$ cat src/arr_params.svh
// constants for the converter range-select and alarm register slice
// assumes inclusion by bare name from the modules
`ifndef ARR_PARAMS_SVH
`define ARR_PARAMS_SVH
`define ARR_ADDR_W 8
`define ARR_OFF_RANGE 8'h14
`define ARR_OFF_ALARM 8'h20
`define ARR_OFF_IRQ_MASK 8'h30
`define ARR_OFF_IRQ_STAT 8'h34
`define ARR_RNG_CODE_LSB 0
`define ARR_RNG_CODE_MSB 3
`define ARR_RNG_REFDIS_BIT 6
`define ARR_ALM_SUP_LOW_ACT 15
`define ARR_ALM_SUP_HIGH_ACT 14
`define ARR_ALM_IN_LOW_ACT 11
`define ARR_ALM_IN_HIGH_ACT 10
`define ARR_ALM_SUP_LOW_LAT 7
`define ARR_ALM_SUP_HIGH_LAT 6
`define ARR_ALM_IN_LOW_LAT 5
`define ARR_ALM_IN_HIGH_LAT 4
`define ARR_ALM_OVERALL 0
`define ARR_RNG_RESET 4'h0
`define ARR_ZERO32 32'h00000000
`define ARR_ZERO4 4'h0
`endif

$ cat src/arr_pkg.sv
// types for the converter range-select and alarm register slice
// assumes arr_params.svh is on the include path
package arr_pkg;
  typedef struct packed {
    logic supply_low;
    logic supply_high;
    logic input_low;
    logic input_high;
  } arr_alarm_t;

  typedef struct packed {
    logic [3:0] range_code;
    logic internal_reference_disable;
  } arr_cfg_t;

  typedef struct packed {
    logic [7:0] paddr;
    logic psel;
    logic penable;
    logic pwrite;
    logic [31:0] pwdata;
  } arr_apb_req_t;

  typedef enum logic [1:0] {
    ARR_IDLE,
    ARR_ACCESS
  } arr_bus_st_t;
endpackage : arr_pkg

$ cat src/arr_regs.sv
// range-select and alarm register slice of a converter, APB slave
// assumes one 10 MHz clock, synchronous active-high reset, alarm
// condition inputs from analog comparators (asynchronous), conv_start
// from conversion logic on the same clock
//
// Register access over APB was chosen for this implementation.
`timescale 1ns/1ns
`include "arr_params.svh"
module arr_regs
(
  input wire logic clk,
  input wire logic rst,
  input wire logic ce,
  input wire logic psel,
  input wire logic penable,
  input wire logic pwrite,
  input wire logic [7:0] paddr,
  input wire logic [31:0] pwdata,
  input wire logic [3:0] pstrb,
  output logic [31:0] prdata,
  output logic pready,
  output logic pslverr,
  input wire arr_pkg::arr_alarm_t alarm_cond,
  input wire logic conv_start,
  output logic [3:0] range_code,
  output logic internal_reference_disable,
  output logic range_valid,
  output logic range_bipolar,
  output logic overall_alarm,
  output logic irq
);
  typedef struct packed {
    arr_pkg::arr_bus_st_t bus;
    arr_pkg::arr_cfg_t cfg;
    arr_pkg::arr_cfg_t conv_cfg;
    arr_pkg::arr_alarm_t latched;
    logic [4:0] irq_stat;
    logic [4:0] irq_mask;
    logic [31:0] prdata;
    logic pready;
    logic pslverr;
    logic range_valid;
    logic range_bipolar;
    logic overall;
    logic irq;
  } arr_st_t;

  arr_st_t st_r;
  arr_st_t st_nxt;
  arr_pkg::arr_alarm_t live;

  arr_sync u_sync
  (
    .clk(clk),
    .rst(rst),
    .ce(ce),
    .d(alarm_cond),
    .q(live)
  );

  // legal codes: five bipolar, four unipolar; others are not a documented range
  function automatic logic code_legal(input logic [3:0] c);
    case (c)
      4'h0, 4'h1, 4'h2, 4'h3, 4'h4: code_legal = 1'b1;
      4'h8, 4'h9, 4'hA, 4'hB: code_legal = 1'b1;
      default: code_legal = 1'b0;
    endcase
  endfunction : code_legal

  function automatic logic code_bipolar(input logic [3:0] c);
    code_bipolar = ~c[3];
  endfunction : code_bipolar

  function automatic logic [31:0] range_word(input arr_pkg::arr_cfg_t c);
    logic [31:0] w;
    w = `ARR_ZERO32;
    w[`ARR_RNG_CODE_MSB:`ARR_RNG_CODE_LSB] = c.range_code;
    w[`ARR_RNG_REFDIS_BIT] = c.internal_reference_disable;
    range_word = w;
  endfunction : range_word

  function automatic logic [31:0] alarm_word(input arr_pkg::arr_alarm_t act,
                                             input arr_pkg::arr_alarm_t lat);
    logic [31:0] w;
    w = `ARR_ZERO32;
    w[`ARR_ALM_SUP_LOW_ACT] = act.supply_low;
    w[`ARR_ALM_SUP_HIGH_ACT] = act.supply_high;
    // bit 11 carries the low-input name, bit 10 the high-input name
    w[`ARR_ALM_IN_LOW_ACT] = act.input_low;
    w[`ARR_ALM_IN_HIGH_ACT] = act.input_high;
    w[`ARR_ALM_SUP_LOW_LAT] = lat.supply_low;
    w[`ARR_ALM_SUP_HIGH_LAT] = lat.supply_high;
    w[`ARR_ALM_IN_LOW_LAT] = lat.input_low;
    w[`ARR_ALM_IN_HIGH_LAT] = lat.input_high;
    w[`ARR_ALM_OVERALL] = |lat;
    alarm_word = w;
  endfunction : alarm_word

  logic setup;
  logic access_wr;
  logic access_rd;
  logic [4:0] events;

  always_comb
  begin
    st_nxt = st_r;
    setup = psel & ~penable;
    access_wr = 1'b0;
    access_rd = 1'b0;
    // events: four alarm rises into latched flags plus the overall flag rising
    events = {live.supply_low & ~st_r.latched.supply_low,
              live.supply_high & ~st_r.latched.supply_high,
              live.input_low & ~st_r.latched.input_low,
              live.input_high & ~st_r.latched.input_high,
              1'b0};
    st_nxt.pready = 1'b0;
    st_nxt.pslverr = 1'b0;
    case (st_r.bus)
      arr_pkg::ARR_IDLE:
      begin
        if (setup)
        begin
          st_nxt.bus = arr_pkg::ARR_ACCESS;
          st_nxt.pready = 1'b1;
          st_nxt.prdata = `ARR_ZERO32;
          if (!pwrite)
          begin
            case (paddr)
              `ARR_OFF_RANGE: st_nxt.prdata = range_word(st_r.cfg);
              `ARR_OFF_ALARM: st_nxt.prdata = alarm_word(live, st_r.latched);
              `ARR_OFF_IRQ_MASK: st_nxt.prdata = {27'h0000000, st_r.irq_mask};
              `ARR_OFF_IRQ_STAT: st_nxt.prdata = {27'h0000000, st_r.irq_stat};
              default: st_nxt.pslverr = 1'b1;
            endcase
          end
          else
          begin
            case (paddr)
              `ARR_OFF_RANGE, `ARR_OFF_ALARM, `ARR_OFF_IRQ_MASK, `ARR_OFF_IRQ_STAT:
                st_nxt.pslverr = 1'b0;
              default: st_nxt.pslverr = 1'b1;
            endcase
          end
        end
      end
      arr_pkg::ARR_ACCESS:
      begin
        // answer was prepared in setup; pready is high in this access cycle
        st_nxt.bus = arr_pkg::ARR_IDLE;
        access_wr = psel & penable & pwrite;
        access_rd = psel & penable & ~pwrite;
      end
      default: st_nxt.bus = arr_pkg::ARR_IDLE;
    endcase

    if (access_wr && paddr == `ARR_OFF_RANGE && pstrb[0])
    begin
      // only bits 6 and 3..0 are storage; other bits are dropped
      st_nxt.cfg.range_code = pwdata[`ARR_RNG_CODE_MSB:`ARR_RNG_CODE_LSB];
      st_nxt.cfg.internal_reference_disable = pwdata[`ARR_RNG_REFDIS_BIT];
    end
    if (access_wr && paddr == `ARR_OFF_IRQ_MASK && pstrb[0])
    begin
      st_nxt.irq_mask = pwdata[4:0];
    end

    // latched flags never clear except by reset; writes to alarms ignored
    st_nxt.latched = st_r.latched | live;
    st_nxt.overall = |st_nxt.latched;
    events[0] = st_nxt.overall & ~st_r.overall;

    // read clears, but a new event in the same cycle wins
    if (access_rd && paddr == `ARR_OFF_IRQ_STAT)
    begin
      st_nxt.irq_stat = events;
    end
    else
    begin
      st_nxt.irq_stat = st_r.irq_stat | events;
    end
    st_nxt.irq = |(st_nxt.irq_stat & st_nxt.irq_mask);

    // conversion logic samples the setting at its start, so a write never
    // disturbs a conversion already running
    if (conv_start)
    begin
      st_nxt.conv_cfg = st_r.cfg;
    end
    st_nxt.range_valid = code_legal(st_nxt.conv_cfg.range_code);
    st_nxt.range_bipolar = code_bipolar(st_nxt.conv_cfg.range_code);
  end

  always_ff @(posedge clk)
  begin
    if (rst)
    begin
      st_r <= '0;
      st_r.bus <= arr_pkg::ARR_IDLE;
      st_r.range_valid <= 1'b1;
      st_r.range_bipolar <= 1'b1;
    end
    else if (ce)
    begin
      st_r <= st_nxt;
    end
  end

  assign prdata = st_r.prdata;
  assign pready = st_r.pready;
  assign pslverr = st_r.pslverr;
  assign range_code = st_r.conv_cfg.range_code;
  assign internal_reference_disable = st_r.conv_cfg.internal_reference_disable;
  assign range_valid = st_r.range_valid;
  assign range_bipolar = st_r.range_bipolar;
  assign overall_alarm = st_r.overall;
  assign irq = st_r.irq;
endmodule : arr_regs

$ cat src/arr_sync.sv
// three-stage synchroniser array for asynchronous alarm inputs
// assumes clk, rst synchronous; a change counts when stages two and three agree
`timescale 1ns/1ns
`include "arr_params.svh"
module arr_sync
(
  input wire logic clk,
  input wire logic rst,
  input wire logic ce,
  input wire arr_pkg::arr_alarm_t d,
  output arr_pkg::arr_alarm_t q
);
  typedef struct packed {
    arr_pkg::arr_alarm_t s1;
    arr_pkg::arr_alarm_t s2;
    arr_pkg::arr_alarm_t s3;
    arr_pkg::arr_alarm_t q;
  } arr_sync_st_t;

  arr_sync_st_t st_r;
  arr_sync_st_t st_nxt;

  always_comb
  begin
    st_nxt = st_r;
    st_nxt.s1 = d;
    st_nxt.s2 = st_r.s1;
    st_nxt.s3 = st_r.s2;
    // output moves only when the two later stages agree
    if (st_r.s2 == st_r.s3)
    begin
      st_nxt.q = st_r.s3;
    end
  end

  always_ff @(posedge clk)
  begin
    if (rst)
    begin
      st_r <= '0;
    end
    else if (ce)
    begin
      st_r <= st_nxt;
    end
  end

  assign q = st_r.q;
endmodule : arr_sync
$ cat config.mk
export PLATFORM = sky130hd
export DESIGN_NAME = arr_regs
export DESIGN_NICKNAME = d
export VERILOG_FILES = /design/src/arr_pkg.sv /design/src/arr_regs.sv /design/src/arr_sync.sv
export VERILOG_INCLUDE_DIRS = /design/src /design/src/src
export SDC_FILE = /design/constraint.sdc
export NUM_CORES = 1
export LEC_CHECK = 0
export BUFFER_PORTS_ARGS = -buffer_cell sky130_fd_sc_hd__buf_4
export CAP_MARGIN = 20
export CORE_AREA = 2 2 76 78
export DETAILED_ROUTE_END_ITERATION = 8
export DIE_AREA = 0 0 78 80
export PLACE_DENSITY = 0.83
export SLEW_MARGIN = 20
export SYNTH_ARGS = -nofsm -noshare
export SYNTH_HDL_FRONTEND = slang
export SYNTH_SLANG_ARGS = --single-unit
$ cat constraint.sdc
create_clock -name clk -period 3.2 [get_ports clk]
set_input_delay 0.32 -clock clk [delete_from_list [all_inputs] [get_ports clk]]
set_output_delay 0.32 -clock clk [all_outputs]
set_load 0.02 [all_outputs]
==> summary.txt <==
status: finished clean
synthesized area per cell: 9.09 um2
crit path kind: in -> reg
routability cong.: 0.905
row cnt: 27
share of layout cells above drive strength 1: 23.9%
r2r endpoint: irq
CTS tree: done
Die Ht: 80 um
CP max FO: 6
post-place instance area: 3020 um2
HP Class: in -> reg
Final WS setup: 1.16 ns
P_leak: 1.34 nW
total power draw: 1.75 mW
Layout area overhead: 15.3%
Worst EP required: 3.39 ns
share of the synthesized area in the top cell type: 41.5%
ys flop type: dfxtp_1
Synth top cells by count: dfxtp_1, nor2_1, buf_4
WL final: 5620 um
Final period util: 63.7%
Slew Limit Fails: 0
grt met3 use: 6.22%
first-pass GRT wire length: 9200 um
EDFF count, synth: 0
Clock Skew: 0.00676 ns
Avg Vias per Cell: 5.25
maximum clock insertion buffer count: 2
Crit. End Element: flop
Register-to-Register Path Depth: 5
Wirelength per Cell: 13.4 um
setup TNS: 0 ns
n_diodes: 0
Seq/Total Area, Yosys: 41.5%
Rel. slew slack: 54.4%
PortBufs: 48
TritonRoute pass-1 iters: 4
FMAX: 491 MHz
core area: 5410 um2
Die X: 78 um
min-delay src: alarm_cond[3]
die area: 6240 um2
pwr dens: 533 nW/um2
max capacitance violation total: 0
number of synthesized register bits: 59
post-layout util: 60.7%
H-tree depth: 3
grt peak-use layer: met2
post-CTS setup buffers: 0
Design Area, Final: 3280 um2
final-stage net count: 397
CTS root buffer: clkbuf_8
I/O pins: 98
DRC viols: 0
Area contributors post-synth: dfxtp_1, buf_4, mux2i_1
Clock Latency Late Sink: 0.33 ns
Hold WS: 0.225 ns
Period minus WS final: 2.04 ns
Cell Area, Synth: 2850 um2
post-CTS resize count: 0
Setup Viol. Count Final: 0
Syn. warnings: 0
initial antenna violation count: 0
gr usage total: 18.7%
FFs w/ async S/R, synth: 0%
First DRT Iteration DRCs: 149
critical path data arrival time: 2.23 ns
Hold Path Stages: 3
number of CTS-inserted buffers: 9
synthesized instance count: 313
Final ANT Viol Nets: 0
M2 GR Usage: 29.9%
Sinks on Clock Net: 59
count leader, synth: dfxtp_1
largest net degree at the start of global routing: 60
count of cell types in the netlist: 51
Final HPWL DP: 3880 um
Max rail drop VDD: 0.282 mV
Finished Layout Cells: 419
r2r setup slk: 1.17 ns
biggest area consumer among synthesized cells: dfxtp_1
Reg clk slew, reported paths: 0.06 ns
number of global-route vias before repair: 1959
vias post-DR: 2201
RSZ-0062 raised after global routing: no
Worst Hold Path EP: u_sync.st_nxt[11]
initial core utilization: 52.6%
final hold viol count: 0
pre-CTS WS: 0.818 ns
Least-Margin Pin Slew: 0.679 ns
Critical R2R Launch: st_r[62]
met1 GRT Util: 23.2%
hold-fix buffer count after cts: 0
dpl cells: 403
Congestion Overflow GR: 0
crit path launch type: input pin
==> final cells by class <==
| type | count | area, um2 |
|---|---|---|
| clock buffers | 12 | 165 |
| clock inverters | 4 | 95.1 |
| fillers | 476 | 2120 |
| inverters | 5 | 18.8 |
| multi-input cells | 214 | 1330 |
| flip-flops and latches | 59 | 1180 |
| well taps | 72 | 90.1 |
| repair buffers | 53 | 398 |
==> routing by layer <==
metal / part of all wire (%) / vias to the layer above
li1: - / 1104
met1: 44 / 1015
met2: 48 / 78
met4: 0.73 / 0
met3: 6.9 / 4
met5: 0 / -
==> state kept, by name, summed over array words and instances (netlist names), 4 cells and up <==
name,cells
u_sync.st_nxt,8
st_r,20
range_code,4
u_sync.st_r,4
prdata,12
u_sync.q,4
==> layout by cell type, fill, tap and decap left out, types with 2 or more instances in the layout <==
cell | synthesis | layout
nor3_1 | 2 | 2
mux2i_1 | 26 | 26
a21oi_1 | 24 | 24
clkbuf_8 | 3 | 12
a22oi_1 | 8 | 8
xnor2_1 | 3 | 3
or4_1 | 3 | 3
a22o_1 | 3 | 3
nand3_1 | 11 | 11
conb_1 | 1 | 20
a211oi_1 | 3 | 3
mux2_2 | 3 | 3
nand2_1 | 21 | 21
dfxtp_1 | 59 | 59
bufinv_16 | 0 | 3
nand2b_1 | 4 | 4
o21ai_0 | 3 | 3
a222oi_1 | 4 | 4
nor2_1 | 48 | 48
nor4_1 | 2 | 2
buf_4 | 36 | 53
inv_1 | 4 | 4
==> where the power goes <==
part | internal [mW] | total [mW] | switching, mW
combinational | 0.0512 | 0.132 | 0.0809
sequential | 0.747 | 0.756 | 0.00925
clock | 0.580 | 0.860 | 0.280
==> worst max-delay path, cell delays in order <==
cell,delay [ns]
buf_4,0.12
or4b_4,0.56
or4_1,0.66
a21oi_1,0.28
a2bb2oi_2,0.19
a311oi_2,0.10
==> worst max path at each step <==
stage / start / endpoint / slack, ns / cells after the start
CTS: paddr[3] / irq / 1.18 / 6
detailed placement: paddr[3] / irq / 0.82 / 6
floorplan: paddr[3] / irq / 1.10 / 6
global route: st_r[62] / irq / 1.02 / 5
global placement: paddr[3] / irq / 0.83 / 6
finish: paddr[3] / irq / 1.16 / 6
==> logic make-up after synthesis <==
group / Yosys count / synth area share (%)
other: 1 / 0.132
AO/OA/AOI/OAI: 58 / 14.6
multiplexers: 29 / 10.3
AND/OR/NAND/NOR: 103 / 18.0
XOR/XNOR: 4 / 1.23
buffers and inverters: 59 / 14.2
flip-flops: 59 / 41.5
Power figures use the tool's default switching activity.
